==> config.mk <==
export PLATFORM = sky130hd
export DESIGN_NAME = sercfg_regs
export DESIGN_NICKNAME = d
export VERILOG_FILES = /design/src/pkg/sercfg_pkg.sv /design/src/core/sercfg_regs.sv
export SDC_FILE = /design/constraint.sdc
export NUM_CORES = 1
export LEC_CHECK = 0
export BUFFER_PORTS_ARGS = -buffer_cell sky130_fd_sc_hd__buf_4
export CORE_MARGIN = 2
export CORE_UTILIZATION = 54
export CTS_BUF_LIST = sky130_fd_sc_hd__clkbuf_16
export DETAILED_ROUTE_END_ITERATION = 6
export GPL_TIMING_DRIVEN = 0
export PLACE_DENSITY = 0.72
export RECOVER_POWER = 50
export SYNTH_ARGS = -nofsm -noshare
export SYNTH_HDL_FRONTEND = slang
export SYNTH_SLANG_ARGS = --single-unit
==> constraint.sdc <==
create_clock -name mclk -period 5.3 [get_ports mclk]
set_clock_uncertainty 0.05 [all_clocks]
set_input_delay 1.06 -clock mclk [delete_from_list [all_inputs] [get_ports mclk]]
set_output_delay 1.06 -clock mclk [all_outputs]
set_load 0.005 [all_outputs]
==> src/pkg/sercfg_pkg.sv <==
// Constants, types and register layout for the serializer configuration bank.
// Assumes a single mclk domain; pins are synchronised in the core.
package sercfg_pkg;
  // Register offsets
  localparam logic [7:0] SERCFG_OFF_LINK_CONFIG = 8'h00;
  localparam logic [7:0] SERCFG_OFF_BUS_ADDR = 8'h01;
  localparam logic [7:0] SERCFG_OFF_TX_EMPH = 8'h02;
  // Field positions
  localparam int SERCFG_BIT_REG_CTRL = 0;
  localparam int SERCFG_BIT_SLEEP = 1;
  localparam int SERCFG_MODE_LSB = 2;
  localparam int SERCFG_BIT_SWING = 5;
  localparam int SERCFG_BIT_LANE_ORDER = 6;
  localparam int SERCFG_BIT_ADDR_SRC = 7;
  localparam int SERCFG_BIT_EMPH_DIS = 4;
  localparam int SERCFG_EMPH_LSB = 5;
  // Reset values
  localparam logic [7:0] SERCFG_RST_LINK_CONFIG = 8'h00;
  localparam logic [7:0] SERCFG_RST_BUS_ADDR = 8'h68;
  localparam logic [7:0] SERCFG_RST_TX_EMPH = 8'h00;
  // Writable bit masks, reserved bits read as zero
  localparam logic [7:0] SERCFG_MASK_LINK_CONFIG = 8'h6f;
  localparam logic [7:0] SERCFG_MASK_TX_EMPH = 8'hf0;
  // Valid bus addresses
  localparam logic [6:0] SERCFG_ADDR_A = 7'h69;
  localparam logic [6:0] SERCFG_ADDR_B = 7'h6a;
  localparam logic [6:0] SERCFG_ADDR_C = 7'h6b;
  localparam logic [6:0] SERCFG_ADDR_D = 7'h6e;
  localparam logic [3:0] SERCFG_BYTE_BITS = 4'h8;

  typedef enum logic [1:0] {
    SERCFG_NORMAL_NOFILT,
    SERCFG_NORMAL_FILT,
    SERCFG_COMPAT_GEN2,
    SERCFG_COMPAT_GEN1
  } sercfg_mode_type;

  typedef enum logic [3:0] {
    SERCFG_IDLE, SERCFG_ADDR, SERCFG_ADDR_ACK, SERCFG_PTR, SERCFG_PTR_ACK,
    SERCFG_WDATA, SERCFG_WACK, SERCFG_RDATA, SERCFG_RACK
  } sercfg_bus_state_type;

  typedef struct packed {
    sercfg_mode_type mode;
    logic filter_en;
    logic compat_gen2;
    logic compat_gen1;
    logic sleep;
    logic lane_bit_order;
    logic swing_select;
    logic deemph_on;
    logic deemph_ext;
    logic [2:0] deemph_level;
    logic [6:0] bus_addr;
  } sercfg_cfg_type;

  // Configuration output under reset: level 000 means external resistor
  localparam sercfg_cfg_type SERCFG_RST_CFG = '{
    mode: SERCFG_NORMAL_NOFILT, filter_en: 1'b0, compat_gen2: 1'b0,
    compat_gen1: 1'b0, sleep: 1'b0, lane_bit_order: 1'b0,
    swing_select: 1'b0, deemph_on: 1'b1, deemph_ext: 1'b1,
    deemph_level: 3'h0, bus_addr: 7'h00
  };
endpackage : sercfg_pkg

==> src/core/sercfg_regs.sv <==
// Serializer configuration registers behind a two-wire serial slave.
// Assumes open-drain bus pins resolved outside; straps are asynchronous pins.
// Summary of operation
// - Mode comes from two strap pins or register field, same encoding.
// - Mode 00 normal without filter, 01 normal with filter; resets 00.
// - Mode 10 second-generation legacy, 11 first-generation legacy link.
// - Config bit 0 picks pins or registers; bus address excluded.
// - Config bit 1 sleeps the device, registers kept; not power-down.
// - Address bit 7 picks strap address or register address field.
// - Address field resets 1101000; only four valid addresses accepted.
// - De-emphasis 000 uses external resistor, 001..111 fixed levels.
// - Host reaches registers over two-wire bus, device as slave.
module sercfg_regs
  import sercfg_pkg::*;
(
  input wire logic mclk,
  input wire logic rst_n,
  input wire logic scl_in,
  input wire logic sda_in,
  output logic sda_out,
  output logic sda_oe,
  input wire logic [1:0] mode_strap,
  input wire logic lane_bit_order_strap,
  input wire logic swing_select_strap,
  input wire logic [6:0] bus_addr_strap,
  output sercfg_cfg_type cfg
);
  logic [10:0] pin_s1_reg, pin_s2_reg;
  logic [1:0] bus_s1_reg, bus_s2_reg, bus_s3_reg;
  sercfg_bus_state_type state_reg;
  logic [3:0] cnt_reg;
  logic [7:0] sh_reg, ptr_reg;
  logic rw_reg, oe_reg;
  logic [7:0] link_config_reg, bus_addr_reg, tx_emph_reg;
  sercfg_cfg_type cfg_reg;

  // Synchronisers: first stage read only by second
  always_ff @(posedge mclk) begin
    pin_s1_reg <= {mode_strap, lane_bit_order_strap, swing_select_strap,
                   bus_addr_strap};
    pin_s2_reg <= pin_s1_reg;
    bus_s1_reg <= {scl_in, sda_in};
    bus_s2_reg <= bus_s1_reg;
    bus_s3_reg <= bus_s2_reg;
  end

  wire [1:0] mode_pin = pin_s2_reg[10:9];
  wire lane_pin = pin_s2_reg[8];
  wire swing_pin = pin_s2_reg[7];
  wire [6:0] addr_pin = pin_s2_reg[6:0];
  wire scl = bus_s2_reg[1];
  wire sda = bus_s2_reg[0];
  wire scl_rise = scl && !bus_s3_reg[1];
  wire scl_fall = !scl && bus_s3_reg[1];
  wire start_det = scl && bus_s3_reg[1] && !sda && bus_s3_reg[0];
  wire stop_det = scl && bus_s3_reg[1] && sda && !bus_s3_reg[0];
  wire byte_full = (cnt_reg == SERCFG_BYTE_BITS);

  // Address source select
  wire [6:0] active_addr = bus_addr_reg[SERCFG_BIT_ADDR_SRC] ?
                           bus_addr_reg[6:0] : addr_pin;
  wire addr_hit = (sh_reg[7:1] == active_addr);
  wire wr_fire = scl_fall && state_reg == SERCFG_WDATA && byte_full;
  wire [6:0] wr_addr = sh_reg[6:0];
  wire addr_ok = wr_addr == SERCFG_ADDR_A || wr_addr == SERCFG_ADDR_B ||
                 wr_addr == SERCFG_ADDR_C || wr_addr == SERCFG_ADDR_D;
  wire [7:0] rdata = (ptr_reg == SERCFG_OFF_LINK_CONFIG) ? link_config_reg :
                     (ptr_reg == SERCFG_OFF_BUS_ADDR) ? bus_addr_reg :
                     (ptr_reg == SERCFG_OFF_TX_EMPH) ? tx_emph_reg : 8'h00;

  // Serial slave engine
  always_ff @(posedge mclk) begin
    if (!rst_n || stop_det) begin
      state_reg <= SERCFG_IDLE;
      oe_reg <= 1'b0;
      cnt_reg <= 4'h0;
    end else if (start_det) begin
      state_reg <= SERCFG_ADDR;
      oe_reg <= 1'b0;
      cnt_reg <= 4'h0;
    end else if (scl_rise) begin
      unique case (state_reg)
        SERCFG_ADDR, SERCFG_PTR, SERCFG_WDATA: begin
          sh_reg <= {sh_reg[6:0], sda};
          cnt_reg <= cnt_reg + 4'h1;
        end
        SERCFG_RDATA: cnt_reg <= cnt_reg + 4'h1;
        SERCFG_RACK: if (sda) state_reg <= SERCFG_IDLE;
        default: ;
      endcase
    end else if (scl_fall) begin
      unique case (state_reg)
        SERCFG_ADDR: if (byte_full) begin
          if (addr_hit) begin
            oe_reg <= 1'b1;
            rw_reg <= sh_reg[0];
            state_reg <= SERCFG_ADDR_ACK;
          end else begin
            state_reg <= SERCFG_IDLE;
          end
        end
        SERCFG_ADDR_ACK, SERCFG_RACK: begin
          cnt_reg <= 4'h0;
          if (state_reg == SERCFG_RACK || rw_reg) begin
            sh_reg <= rdata;
            oe_reg <= !rdata[7];
            ptr_reg <= ptr_reg + 8'h01;
            state_reg <= SERCFG_RDATA;
          end else begin
            oe_reg <= 1'b0;
            state_reg <= SERCFG_PTR;
          end
        end
        SERCFG_PTR: if (byte_full) begin
          ptr_reg <= sh_reg;
          oe_reg <= 1'b1;
          state_reg <= SERCFG_PTR_ACK;
        end
        SERCFG_PTR_ACK, SERCFG_WACK: begin
          oe_reg <= 1'b0;
          cnt_reg <= 4'h0;
          state_reg <= SERCFG_WDATA;
        end
        SERCFG_WDATA: if (byte_full) begin
          ptr_reg <= ptr_reg + 8'h01;
          oe_reg <= 1'b1;
          state_reg <= SERCFG_WACK;
        end
        SERCFG_RDATA: begin
          if (byte_full) begin
            oe_reg <= 1'b0;
            state_reg <= SERCFG_RACK;
          end else begin
            oe_reg <= !sh_reg[6];
            sh_reg <= {sh_reg[6:0], 1'b0};
          end
        end
        default: ;
      endcase
    end
  end

  // Register bank; sleep keeps contents
  always_ff @(posedge mclk) begin
    if (!rst_n) begin
      link_config_reg <= SERCFG_RST_LINK_CONFIG;
      bus_addr_reg <= SERCFG_RST_BUS_ADDR;
      tx_emph_reg <= SERCFG_RST_TX_EMPH;
    end else if (wr_fire) begin
      if (ptr_reg == SERCFG_OFF_LINK_CONFIG)
        link_config_reg <= sh_reg & SERCFG_MASK_LINK_CONFIG;
      if (ptr_reg == SERCFG_OFF_BUS_ADDR) begin
        bus_addr_reg[SERCFG_BIT_ADDR_SRC] <= sh_reg[SERCFG_BIT_ADDR_SRC];
        if (addr_ok)
          bus_addr_reg[6:0] <= wr_addr;
      end
      if (ptr_reg == SERCFG_OFF_TX_EMPH)
        tx_emph_reg <= sh_reg & SERCFG_MASK_TX_EMPH;
    end
  end

  // Configuration source and mode decode
  wire reg_ctrl = link_config_reg[SERCFG_BIT_REG_CTRL];
  wire [1:0] mode_bits = reg_ctrl ?
      link_config_reg[SERCFG_MODE_LSB +: 2] : mode_pin;
  wire [2:0] emph_bits = reg_ctrl ? tx_emph_reg[SERCFG_EMPH_LSB +: 3] : 3'h0;
  sercfg_cfg_type cfg_next;
  always_comb begin
    cfg_next.mode = sercfg_mode_type'(mode_bits);
    cfg_next.filter_en = (mode_bits == 2'h1);
    cfg_next.compat_gen2 = (mode_bits == 2'h2);
    cfg_next.compat_gen1 = (mode_bits == 2'h3);
    cfg_next.sleep = link_config_reg[SERCFG_BIT_SLEEP];
    cfg_next.lane_bit_order = reg_ctrl ?
        link_config_reg[SERCFG_BIT_LANE_ORDER] : lane_pin;
    cfg_next.swing_select = reg_ctrl ?
        link_config_reg[SERCFG_BIT_SWING] : swing_pin;
    cfg_next.deemph_on =
        !(reg_ctrl && tx_emph_reg[SERCFG_BIT_EMPH_DIS]);
    cfg_next.deemph_ext = (emph_bits == 3'h0);
    cfg_next.deemph_level = emph_bits;
    cfg_next.bus_addr = active_addr;
  end

  always_ff @(posedge mclk) begin
    if (!rst_n)
      cfg_reg <= SERCFG_RST_CFG;
    else
      cfg_reg <= cfg_next;
  end

  assign cfg = cfg_reg;
  assign sda_out = 1'b0;
  assign sda_oe = oe_reg;

  a_mode_from_reg: assert property (
    @(posedge mclk) disable iff (!rst_n)
    reg_ctrl && $stable(link_config_reg) |=>
    cfg_reg.mode == $past(link_config_reg[3:2]))
    else $error("mode not taken from register");
  a_mode_from_pin: assert property (
    @(posedge mclk) disable iff (!rst_n)
    !reg_ctrl |=> cfg_reg.mode == $past(mode_pin))
    else $error("mode not taken from straps");
  a_filter_mode: assert property (
    @(posedge mclk) disable iff (!rst_n)
    cfg_reg.filter_en == (cfg_reg.mode == SERCFG_NORMAL_FILT))
    else $error("filter enable does not match mode");
  a_legacy_modes: assert property (
    @(posedge mclk) disable iff (!rst_n)
    (cfg_reg.compat_gen1 || cfg_reg.compat_gen2) |->
    !cfg_reg.filter_en && cfg_reg.mode[1])
    else $error("legacy mode decode wrong");
  a_sleep_keeps: assert property (
    @(posedge mclk) disable iff (!rst_n)
    link_config_reg[SERCFG_BIT_SLEEP] && !wr_fire |=>
    $stable(tx_emph_reg) && $stable(bus_addr_reg) && cfg_reg.sleep)
    else $error("sleep lost state");
  a_addr_match: assert property (
    @(posedge mclk) disable iff (!rst_n)
    state_reg == SERCFG_ADDR && scl_fall && byte_full &&
    sh_reg[7:1] != active_addr |=> !oe_reg)
    else $error("acknowledged a foreign address");
  a_addr_field: assert property (
    @(posedge mclk) disable iff (!rst_n)
    wr_fire && ptr_reg == SERCFG_OFF_BUS_ADDR && !addr_ok |=>
    $stable(bus_addr_reg[6:0]))
    else $error("reserved address accepted");
  a_emph_ext: assert property (
    @(posedge mclk) disable iff (!rst_n)
    cfg_reg.deemph_ext == (cfg_reg.deemph_level == 3'h0))
    else $error("external de-emphasis decode wrong");
  a_emph_sense: assert property (
    @(posedge mclk) disable iff (!rst_n)
    reg_ctrl && tx_emph_reg[SERCFG_BIT_EMPH_DIS] ##1
    $stable(tx_emph_reg) && reg_ctrl |-> !cfg_reg.deemph_on)
    else $error("de-emphasis sense inverted");
  a_write_ack: assert property (
    @(posedge mclk) disable iff (!rst_n)
    wr_fire && !start_det |=> oe_reg && state_reg == SERCFG_WACK)
    else $error("data byte not acknowledged");
endmodule : sercfg_regs

## Yosys cells after proc, flatten, opt, wreduce, memory -nomap -nowiden

Cells that the tools add are included.

| storage, ports and cells | value |
|---|---|
| output and inout port bits | 22 |
| input port bits | 15 |
| register bits | 92 |
| logic and storage cells | 164 |

| operators by class | value |
|---|---|
| reduce and logical (&&, ||, !) cells | 51 |
| add/subtract/negate cells | 2 |
| eq/ne operators | 41 |
| bitwise logic cells | 3 |
| multiplexer cells | 40 |

Operator list:

| operator | number |
|---|---|
| 8-bit 2-to-1 mux | 11 |
| 4-bit 2-to-1 mux | 12 |
| 7-bit equality test, second input constant | 4 |
| 4-bit one-hot mux with 6 select lines | 1 |
| 8-bit one-hot mux with 3 select lines | 1 |
| 8-bit AND reduction | 3 |
| 3-bit != test, second input constant | 6 |
| 4-bit by 3-bit equality test with 1-bit output, second input constant | 4 |
| 4-bit != test, second input constant | 4 |
| 8-bit one-hot mux with 2 select lines | 1 |
| 2-bit != test, second input constant | 7 |
| 7-bit AND reduction | 2 |
| 1-bit logical AND | 10 |
| 3-bit nonzero test | 3 |
| 8-bit by 1-bit adder with 8-bit output, second input constant | 1 |
| 4-bit by 2-bit equality test with 1-bit output, second input constant | 2 |
| 4-bit equality test, second input constant | 2 |
| 8-bit by 1-bit equality test with 1-bit output, second input constant | 1 |
| 8-bit by 2-bit equality test with 1-bit output, second input constant | 1 |
| 1-bit zero test | 8 |
| 8-bit zero test | 1 |
| 1-bit 2-to-1 mux | 8 |
| 8-bit nonzero test | 1 |
| 2-bit OR reduction | 4 |
| other kinds (23) | 39 |

## Longest topological paths before layout

Gate-level depths: netlist (run 1).

| depth | value |
|---|---|
| depth in word-level cells | 8 |
| mapped depth | 8 |
| depth with buffers taken out | 7 |

## Worst setup path after synthesis (run 1)

Ideal clock, no wire load.

| path | value |
|---|---|
| path type | input to register |
| start | input port rst_n |
| end | register sh_reg[0], enable pin |
| setup time | 0.370 ns |
| slack | 2.965 ns |
| path buffers | 0 |
| arrival | 1.914 ns |
| data required time | 4.880 ns |
| stages on the path | 4 |
| cell sequence | o21ai_1 > a211oi_1 > o21ai_0 > nor2_1 |

| between the ends | value |
|---|---|
| longest elaborated chain between the ends | 4 |

Ends and longest elaborated chain:

| element | line | RTL |
|---|---|---|
| start, declared | sercfg_regs.sv:17 | `input wire logic rst_n,` |
| 1-bit zero test | - |  |
| 1-bit logical OR | sercfg_regs.sv:73 | `if (!rst_n \|\| stop_det) begin` |
| 1-bit inverter (no line) | - |  |
| 7-bit AND reduction (no line) | - |  |
| end signal, assigned | sercfg_regs.sv:84 | `sh_reg <= {sh_reg[6:0], sda};` |
| end signal, assigned | sercfg_regs.sv:105 | `sh_reg <= rdata;` |
| end signal, assigned | sercfg_regs.sv:135 | `sh_reg <= {sh_reg[6:0], 1'b0};` |
| end, declared | sercfg_regs.sv:32 | `logic [7:0] sh_reg, ptr_reg;` |

Every way passes these cells.
A chain may end at the register's enable or synchronous reset.

## Final worst setup path (run 1)

| path | value |
|---|---|
| start | register bus_s3_reg[1] |
| end | register sh_reg[5], enable pin |

| between the ends | value |
|---|---|
| longest elaborated chain between the ends | 6 |
| elaborated cells on any way between the ends | 17 |
| classes of those cells | eq/ne: 3; bitwise: 2; reduce/logical: 12 |

Ends and longest elaborated chain:

| element | line | RTL |
|---|---|---|
| start, declared | sercfg_regs.sv:29 | `logic [1:0] bus_s1_reg, bus_s2_reg, bus_s3_reg;` |
| start signal, assigned | sercfg_regs.sv:44 | `bus_s3_reg <= bus_s2_reg;` |
| 1-bit logical AND | sercfg_regs.sv:55, sercfg_regs.sv:56 |  |
| 1-bit logical AND (2 in a row) | sercfg_regs.sv:56 | `wire stop_det = scl && bus_s3_reg[1] && sda && !bus_s3_reg[0];` |
| 1-bit logical OR | sercfg_regs.sv:73 |  |
| 1-bit inverter (no line) | - |  |
| 7-bit AND reduction (no line) * | - |  |

Every way passes the cells marked *; elsewhere a longest branch is shown, timed or not.

==> run summary, run 1 <==
Status - complete, no violations
Sequential share of the synthesized area - 51.9%
Post-CTS Setup Bufs - 0
Clock sink count - 92
Die X-Extent - 88.7 um
Crit. End Element - flop
Share of layout cells above drive strength 1 - 17.4%
Delay-heaviest family, CP - buffers and inverters
Critical Path RT - 5.22 ns
Post-synth EDFFs - 17
Tot GR Track Use - 23.3%
Xor and xnor area share after synthesis - 3.62%
Vias in the first global route - 2761
Final wirelength - 8450 um
Post-CTS sizing - 0
Crit start category - flop
Global-route wire length before repair - 13600 um
Clock root buffer - clkbuf_16
Post-Syn Area - 3870 um2
Post-synth cell types - 64
HP Class - flop to flop
Starting Density - 56.4%
Drt pass-1 iters - 6
Post-route DRC - 0
Synthesized area per cell - 10.4 um2
Via Count - 2875
Maximum clock path buffer count - 2
CP cell instances - inv_1, ha_1, clkbuf_1, clkbuf_1, a211oi_1, o21ai_0, nor2_1
PnR worst setup slack - 2.61 ns
Post-Place Worst Slack - 2.37 ns
Maximum number of pins on one net before global-route repair - 18
Power per Cell Area - 326 nW/um2
Synth area leaders - dfxtp_1 39%, edfxtp_1 13%, mux2i_1 6.7%, nor2_1 4.6%, xnor2_1 2.9%
Std-Cell Rows - 30
Max FO, Critical Path - 10
Most frequent CP cell - clkbuf_1
Setup TNS - 0 ns
Post-synthesis mux area share - 7.88%
Main combinational cell family by area after synthesis - simple AND/OR/NAND/NOR gates
RSZ-0062 raised after global routing - no
Num ports - 37
Clk_lat worst skew - 0.34 ns
Critical Path Slowest Stage Cell - nor2_1
Core Region - 6870 um2
Nets@finish - 444
H-tree depth - 3
MaxCap Viol Count - 0
Total grt overflow - 0
Post-Synth Adder-Cell Area - 2.91%
DR iter-0 viols - 234
Compound-gate portion of the synthesized area - 11.6%
Most frequent cells in the layout - 75 x dfxtp_1, 47 x nor2_1, 33 x clkbuf_4
CTS tree - yes
R2r setup slk - 2.61 ns
Port Buffer Count - 35
FMAX - 372 MHz
Final HPWL DP - 5910 um
Share of the synthesized area in the top cell type - 38.8%
Largest register FFs - 20
Synth Register Bits - 92
Most common cell after layout, fill and taps aside - dfxtp_1
Crit path DAT - 2.61 ns
Worst-Margin Slew - 0.780 ns
Clock slew at reported path FFs - 0.06 ns
Hold Startpoint - pin_s1_reg[2]
Die height - 88.7 um
Dominant cell type by area after synthesis - dfxtp_1
Setup Crit Path Kind - flop to flop
Fin crit period - 2.69 ns
Remaining antenna violation count - 0
Period utilization - 50.8%
Leakage power - 0.00186 uW
Area Overhead vs Synth - 18.0%
Routed length per instance - 16.2 um
Hold Violations, Final - 0
CTS buffer count - 9
Ys Warns - 0
VDD IR max - 0.284 mV
Max-slew headroom - 47.8%
Fin. max-slew vios - 0
Most used DFF post-synth - dfxtp_1
Net count after synthesis - 398
Synth Area in Simple Gates - 18.5%
Antenna Cells - 0
Max stage delay on crit path - 0.61 ns
Placer Congestion - 0.932
Vias/cell - 5.52
Die area - 7870 um2
Initial antenna violation count - 0
Synth async-reset ratio - 0%
Post-layout power - 1490 uW
Final Setup Violations - 0
Crit path buf inv count - 3
Crit path from - bus_s3_reg[1]
Mapped Cells - 374
Launching point of the worst reg2reg path - bus_s3_reg[1]
# hold bufs at CTS - 0
-- cells in the mapped netlist (2+ instances only) --
cell type and number:
a211oi_1 2, xnor2_1 13, and3_1 7, nor2_1 47, xor2_1 3, dfxtp_1 75
a21oi_1 19, a22o_1 2, edfxtp_1 17, o22ai_1 3, mux2i_1 26, buf_2 3
o221a_2 2, clkbuf_1 11, a22oi_1 3, nor2b_1 13, ha_1 9, mux2_2 4
nand3_1 8, inv_1 14, or2_2 5, nand2b_1 3, nor3_1 6, nand2_1 19
nand3b_1 6, a32oi_1 3, o21ai_0 14
-- cells by family (layout without fill, tap and decap cells) --
kind of cell | count (synthesis) | after routing
adders and majority gates | 9 | 9
DFF | 92 | 92
AOI/OAI and AO/OA | 64 | 64
xor gates and xnor gates | 16 | 16
muxes | 30 | 30
and+or+nand+nor | 130 | 130
buffers and inverters | 32 | 83
other | 1 | 1
-- routing by layer --
layer / track usage [%] / part of all wire [%] / vias up
met5: 0 / 0 / -
met4: 8.95 / 1.9 / 0
met3: 6.25 / 6.2 / 15
met2: 34.9 / 45 / 107
met1: 32.3 / 47 / 1341
li1: - / - / 1412
-- final timing paths --
| check | end | cells after the start |
|---|---|---|
| worst max-delay path | sh_reg[5] | 7 |
| worst min-delay path | pin_s2_reg[2] | 0 |
| worst min register to register | pin_s2_reg[2] | 0 |
| worst max register to register | sh_reg[5] | 7 |
-- metrics by stage --
stage	instance area [um2]	hold slack [ns]	cells	util, %
2_1_floorplan	3870	0.260	374	-
3_3_place_gp	4260	0.260	505	62.0
3_5_place_dp	4260	0.262	505	62.0
4_1_cts	4580	0.277	521	66.7
5_1_grt	4570	0.281	521	66.6
6_report	4570	0.276	521	66.6
-- worst register-to-register path: stages, from the launching register on --
cell and delay [ns]:
dfxtp_1 0.35, inv_1 0.05, ha_1 0.17, clkbuf_1 0.25
clkbuf_1 0.33, a211oi_1 0.37, o21ai_0 0.13, nor2_1 0.61
-- report_power, final --
part | leakage [uW] | switching [uW] | internal (uW)
clock network | 0.000164 | 272 | 418
logic | 0.000903 | 37.1 | 29.1
registers | 0.000794 | 6.34 | 728
total | 0.00186 | 316 | 1170
-- final cells by class --
| cell class | instances | area, um2 |
|---|---|---|
| inverter | 15 | 56.3 |
| tap | 96 | 120 |
| clock inverter | 7 | 98.8 |
| buffer | 17 | 77.6 |
| clock buffer | 9 | 225 |
| sequential | 92 | 2010 |
| fill | 568 | 2300 |
| multi-input combinational | 250 | 1730 |
| timing repair buffer | 35 | 255 |
Power figures use the tool's default switching activity.
==> inputs of run 2 (changes only) <==
--- a/config.mk
+++ b/config.mk
@@ -5,6 +5,7 @@
 export SDC_FILE = /design/constraint.sdc
 export NUM_CORES = 1
 export LEC_CHECK = 0
+export ABC_AREA = 1
 export BUFFER_PORTS_ARGS = -buffer_cell sky130_fd_sc_hd__buf_4
 export CORE_MARGIN = 2
 export CORE_UTILIZATION = 54
==> constraint.sdc (replaced) <==
create_clock -name mclk -period 2.5 [get_ports mclk]
set_clock_uncertainty 0.05 [all_clocks]
set_input_delay 0.5 -clock mclk [delete_from_list [all_inputs] [get_ports mclk]]
set_output_delay 0.5 -clock mclk [all_outputs]
set_load 0.005 [all_outputs]
==> run summary, run 2 <==
Final Instance Area - 4510 um2
Hold Path Stages - 1
Mapped Cells - 464
CTS tree - yes
Tot GR Track Use - 22.7%
VDD IR max - 0.536 mV
Area Overhead vs Synth - 18.5%
Crit path buf inv count - 1
Vias/cell - 5.17
Fin. max-slew vios - 0
Net count after synthesis - 488
Die area - 7730 um2
Final wirelength - 8070 um
Final Setup Violations - 0
Routed length per instance - 13.2 um
Total grt overflow - 0
Post-synth EDFFs - 17
Top cells by count, synth - 98 x nand2_1, 75 x dfxtp_1, 63 x inv_1
R2r setup slk - 0.17 ns
Final HPWL DP - 5870 um
Post-Place Worst Slack - -0.467 ns
FF-to-FF path depth - 6
Worst hold endpoint - pin_s1_reg[6]
Placer Congestion - 0.862
Die height - 87.9 um
HP Class - primary input to flop
FILL cells - 564
Std-Cell Rows - 30
Hold Startpoint - bus_addr_strap[6]
Antenna Cells - 0
Remaining antenna violation count - 0
Max stage delay on crit path - 0.49 ns
RSZ-0062 raised after global routing - no
Crit. End Element - flop
Core Region - 6790 um2
H-tree depth - 3
Maximum number of pins on one net before global-route repair - 17
Port Buffer Count - 34
Synthesized area per cell - 8.20 um2
Launching point of the worst reg2reg path - bus_s2_reg[1]
Critical Path RT - 2.43 ns
Post-CTS Setup Bufs - 0
Dominant cell type by area after synthesis - dfxtp_1
Num ports - 37
Clock root buffer - clkbuf_16
Die X-Extent - 87.9 um
Initial antenna violation count - 0
Starting Density - 56.0%
Delay-heaviest family, CP - simple AND/OR/NAND/NOR gates
Synth Register Bits - 92
Power per Cell Area - 733 nW/um2
Leakage power - 0.00202 uW
Worst-Margin Slew - 0.640 ns
PnR worst setup slack - 0.173 ns
CTS buffer count - 9
Largest register FFs - 20
Via Count - 3152
Drt pass-1 iters - 4
Status - complete, no violations
DR iter-0 viols - 208
Share of the synthesized area in the top cell type - 39.5%
Sequential share of the synthesized area - 52.9%
Util after Layout - 66.4%
Fin crit period - 2.33 ns
Setup Crit Path Kind - flop to flop
FMAX - 430 MHz
Reg2reg end - sh_reg[0]
Max-slew headroom - 57.1%
Nets@finish - 533
Period utilization - 93.1%
Top-count cell post-synth - nand2_1
Synth async-reset ratio - 0%
CP cell instances - ha_1, inv_1, o31ai_1, nor2_1, o221ai_1, nor3_4
Maximum clock path buffer count - 2
Post-synth cell types - 37
MaxCap Viol Count - 0
Most common cell after layout, fill and taps aside - nand2_1
Critical Path Slowest Stage Cell - nor2_1
Setup TNS - 0 ns
Post-Syn Area - 3800 um2
Max FO, Critical Path - 9
Hold Violations, Final - 0
Placement-stage cell area - 4180 um2
Global-route wire length before repair - 13400 um
Clk_lat worst skew - 0.34 ns
Most used DFF post-synth - dfxtp_1
Vias in the first global route - 2927
Ys Warns - 0
Clock slew at reported path FFs - 0.07 ns
Crit path DAT - 2.26 ns
Clock sink count - 92
Post-route DRC - 0
Synth area leaders - dfxtp_1 39%, edfxtp_1 13%, nand2_1 9.7%, inv_1 6.2%, o21ai_0 4.9%
Share of layout cells above drive strength 1 - 15.6%
Crit start category - flop
Most frequent cells in the layout - 98 x nand2_1, 75 x dfxtp_1, 64 x inv_1
-- run 2: cell types whose count changed after synthesis, sizes merged, moves of 7 or more --
cell | before | now
nor2b | 13 | 0
o21ai | 15 | 37
inv | 14 | 73
nand2 | 19 | 103
nand3 | 10 | 25
xnor2 | 13 | 0
mux2i | 26 | 0
and3 | 7 | 0
-- run 2: per-stage QoR --
step / std cells / power [uW] / hold WS [ns]
3_3_place_gp: 594 / 1920 / 0.260
5_1_grt: 610 / 3440 / 0.217
4_1_cts: 610 / 3330 / 0.203
2_1_floorplan: 464 / 1830 / 0.260
6_report: 610 / 3310 / 0.230
3_5_place_dp: 594 / 1920 / 0.262
-- run 2: worst max-delay path by stage --
stage | cells after the start | slack [ns] | from | to
after floorplan | 5 | 0.26 | rst_n | sh_reg[0]
after global placement | 5 | -0.43 | rst_n | sh_reg[5]
after detailed placement | 5 | -0.47 | rst_n | sh_reg[4]
after CTS | 6 | 0.02 | bus_s2_reg[1] | sh_reg[0]
after global routing | 6 | 0.0005 | bus_s2_reg[1] | ptr_reg[7]
final | 6 | 0.17 | bus_s2_reg[1] | sh_reg[0]
-- run 2: cell families (layout without fill, tap and decap cells) --
kind of cell | after synthesis | in the layout | synth area share, %
compound gates | 82 | 82 | 12.0
fa+ha+maj | 9 | 9 | 2.96
buf+inv | 82 | 132 | 8.55
simple gates | 194 | 194 | 22.6
flops | 92 | 92 | 52.9
other cells | 1 | 1 | 0.0986
xor+xnor | 4 | 4 | 0.921
-- run 2: repair_timing --
| item | CTS | global route |
|---|---|---|
| gates resized for setup | 2 | 1 |
| endpoints found under the setup margin | 16 | 8 |
| hold buffers | 0 | 0 |
-- run 2: worst register-to-register path, stage by stage, from the launching register on --
cell and delay [ns]:
dfxtp_1 0.33, ha_1 0.20, inv_1 0.07, o31ai_1 0.08, nor2_1 0.49, o221ai_1 0.30
nor3_4 0.44
-- run 2: cell type report --
class                   instances  area, um2  area share, %
clock buffers                  10        250           5.55
clock inverters                 6       66.3           1.47
repair buffers                 34        251           5.58
inverters                      73        274           6.08
well taps                      96        120           2.66
flip-flops and latches         92       2010           44.6
plain buffers                   9       50.0           1.11
multi-input cells             290       1480           32.9
-- run 2: where the power goes --
part / total (uW) / internal [uW] / switching, uW
sequential: 1600 / 1570 / 32.4
clock: 1410 / 841 / 566
combinational: 299 / 112 / 188
total: 3310 / 2520 / 787
-- run 2: per-layer routing --
layer	routed length (um)	vias to the layer above	global-route usage, %
li1	-	1585	-
met1	3700	1439	30.1
met2	3680	107	35.7
met3	504	21	5.18
met4	190	0	9.79
met5	0	-	0
==> inputs of run 3 (changes only) <==
--- a/config.mk
+++ b/config.mk
@@ -12,7 +12,7 @@
 export CTS_BUF_LIST = sky130_fd_sc_hd__clkbuf_16
 export DETAILED_ROUTE_END_ITERATION = 6
 export GPL_TIMING_DRIVEN = 0
-export PLACE_DENSITY = 0.72
+export PLACE_DENSITY = 0.8
 export RECOVER_POWER = 50
 export SYNTH_ARGS = -nofsm -noshare
 export SYNTH_HDL_FRONTEND = slang
==> run summary, run 3 (synthesis results as in run 2) <==
Period utilization - 92.6%
Cell internal pwr - 2440 uW
Most common cell after layout, fill and taps aside - nand2_1
Worst-Margin Slew - 0.690 ns
Crit path DAT - 2.26 ns
Crit start category - flop
Vias in the first global route - 2896
Switching Power - 839 uW
Maximum clock path buffer count - 2
Port Buffer Count - 34
Post-CTS Setup Bufs - 0
Std-Cell Rows - 30
Global-route wire length before repair - 13500 um
Clk_lat worst skew - 0.34 ns
Tot GR Track Use - 23.0%
Fin crit period - 2.31 ns
Initial antenna violation count - 0
Leakage power - 0.00202 uW
Post-layout power - 3280 uW
FF-to-FF path depth - 6
DR iter-0 viols - 416
Via Count - 3170
Combinational power share - 9.3%
Hold Path Stages - 1
CTS tree - yes
Nets@finish - 533
MaxCap Viol Count - 0
FMAX - 432 MHz
Post-Layout Cell Count - 610
Maximum number of pins on one net before global-route repair - 19
RSZ-0062 raised after global routing - no
Status - complete, no violations
Clock slew at reported path FFs - 0.07 ns
Num ports - 37
Total grt overflow - 0
Fin. max-slew vios - 0
Area Overhead vs Synth - 18.5%
Power per Cell Area - 727 nW/um2
Most frequent cells in the layout - 98 x nand2_1, 75 x dfxtp_1, 63 x inv_1
Vias/cell - 5.20
Critical Path RT - 2.45 ns
Area of the multi-input gates - 1480 um2
Clock root buffer - clkbuf_16
Largest register FFs - 20
Remaining antenna violation count - 0
Starting Density - 56.0%
Final Hold Slack - 0.225 ns
Post-route DRC - 0
Core Region - 6790 um2
Placed Cells incl. Taps - 594
Final wirelength - 8270 um
Sequential power share - 48.9%
Crit. End Element - flop
Setup Crit Path Kind - flop to flop
CTS buffer count - 9
Die height - 87.9 um
Sw Ratio - 25.6%
Placer Congestion - 0.919
FILL cells - 570
Routed length per instance - 13.6 um
Die area - 7730 um2
Share of layout cells above drive strength 1 - 16.0%
Drt pass-1 iters - 5
Clock sink count - 92
Reg area - 2010 um2
Clock power share - 41.8%
H-tree depth - 3
Hold Violations, Final - 0
HP Class - primary input to flop
Final Setup Violations - 0
Die X-Extent - 87.9 um
Max FO, Critical Path - 9
VDD IR max - 0.522 mV
Antenna Cells - 0
Final HPWL DP - 6010 um
Max-slew headroom - 53.6%
run 3: changes by cell type in the layout (fill, tap and decap cells not counted):
cell	change
clkbuf_4	+5
buf_4	-4
bufinv_16	-1
clkbuf_1	-1
clkinv_4	+1
clkinv_8	+1
inv_1	-1
inv_4	-1
inv_8	+1
run 3: worst paths after layout:
check / start / endpoint / slack, ns
hold / removal: mode_strap[1] / pin_s1_reg[10] / 0.22
setup reg to reg: bus_s2_reg[1] / sh_reg[4] / 0.19
hold reg to reg: pin_s1_reg[7] / pin_s2_reg[7] / 0.28
setup / recovery: bus_s2_reg[1] / sh_reg[4] / 0.19
run 3: area by class of cell:
type | instances | area share (%)
multi-input combinational | 290 | 32.9
clock buffer | 10 | 5.55
buffer | 9 | 1.11
tap | 96 | 2.66
timing repair buffer | 34 | 5.66
inverter | 73 | 6.08
clock inverter | 6 | 1.39
sequential | 92 | 44.6
run 3: stage by stage:
step	setup slack (ns)	util (%)	instance area [um2]	setup TNS (ns)
2_1_floorplan	0.262	-	3800	0
3_3_place_gp	-0.310	61.5	4180	-3.87
3_5_place_dp	-0.316	61.5	4180	-4.18
4_1_cts	0.101	66.3	4500	0
5_1_grt	0.0176	66.4	4510	0
6_report	0.186	66.4	4510	0
run 3: power by group through the flow:
stage / clock [uW] / combinational (uW) / sequential [uW]
4_1_cts: 1380 / 301 / 1600
3_5_place_dp: 0 / 294 / 1630
6_report: 1370 / 306 / 1600
2_1_floorplan: 0 / 208 / 1630
3_3_place_gp: 0 / 291 / 1630
5_1_grt: 1440 / 347 / 1610
run 3: repair_timing:
action / in CTS / in global routing
hold buffers: 0 / 0
resized for setup: 2 / 1
setup endpoints to repair: 16 / 8
pin swaps: 0 / 0
run 3: routing by layer:
layer | vias to the layer above | GRT usage [%] | share of wire [%] | wire [um]
met4 | 0 | 8.95 | 1.7 | 143
met3 | 15 | 4.81 | 8.3 | 685
li1 | 1593 | - | - | -
met5 | - | 0 | 0 | 0
met1 | 1425 | 31.9 | 44 | 3610
met2 | 137 | 35.5 | 46 | 3820
run 3: critical path, stage by stage, from the launching register on:
cell      delay [ns]
dfxtp_1         0.34
ha_1            0.19
inv_1           0.07
o31ai_1         0.09
nor2_1          0.51
o221ai_1        0.32
nor3_4          0.40
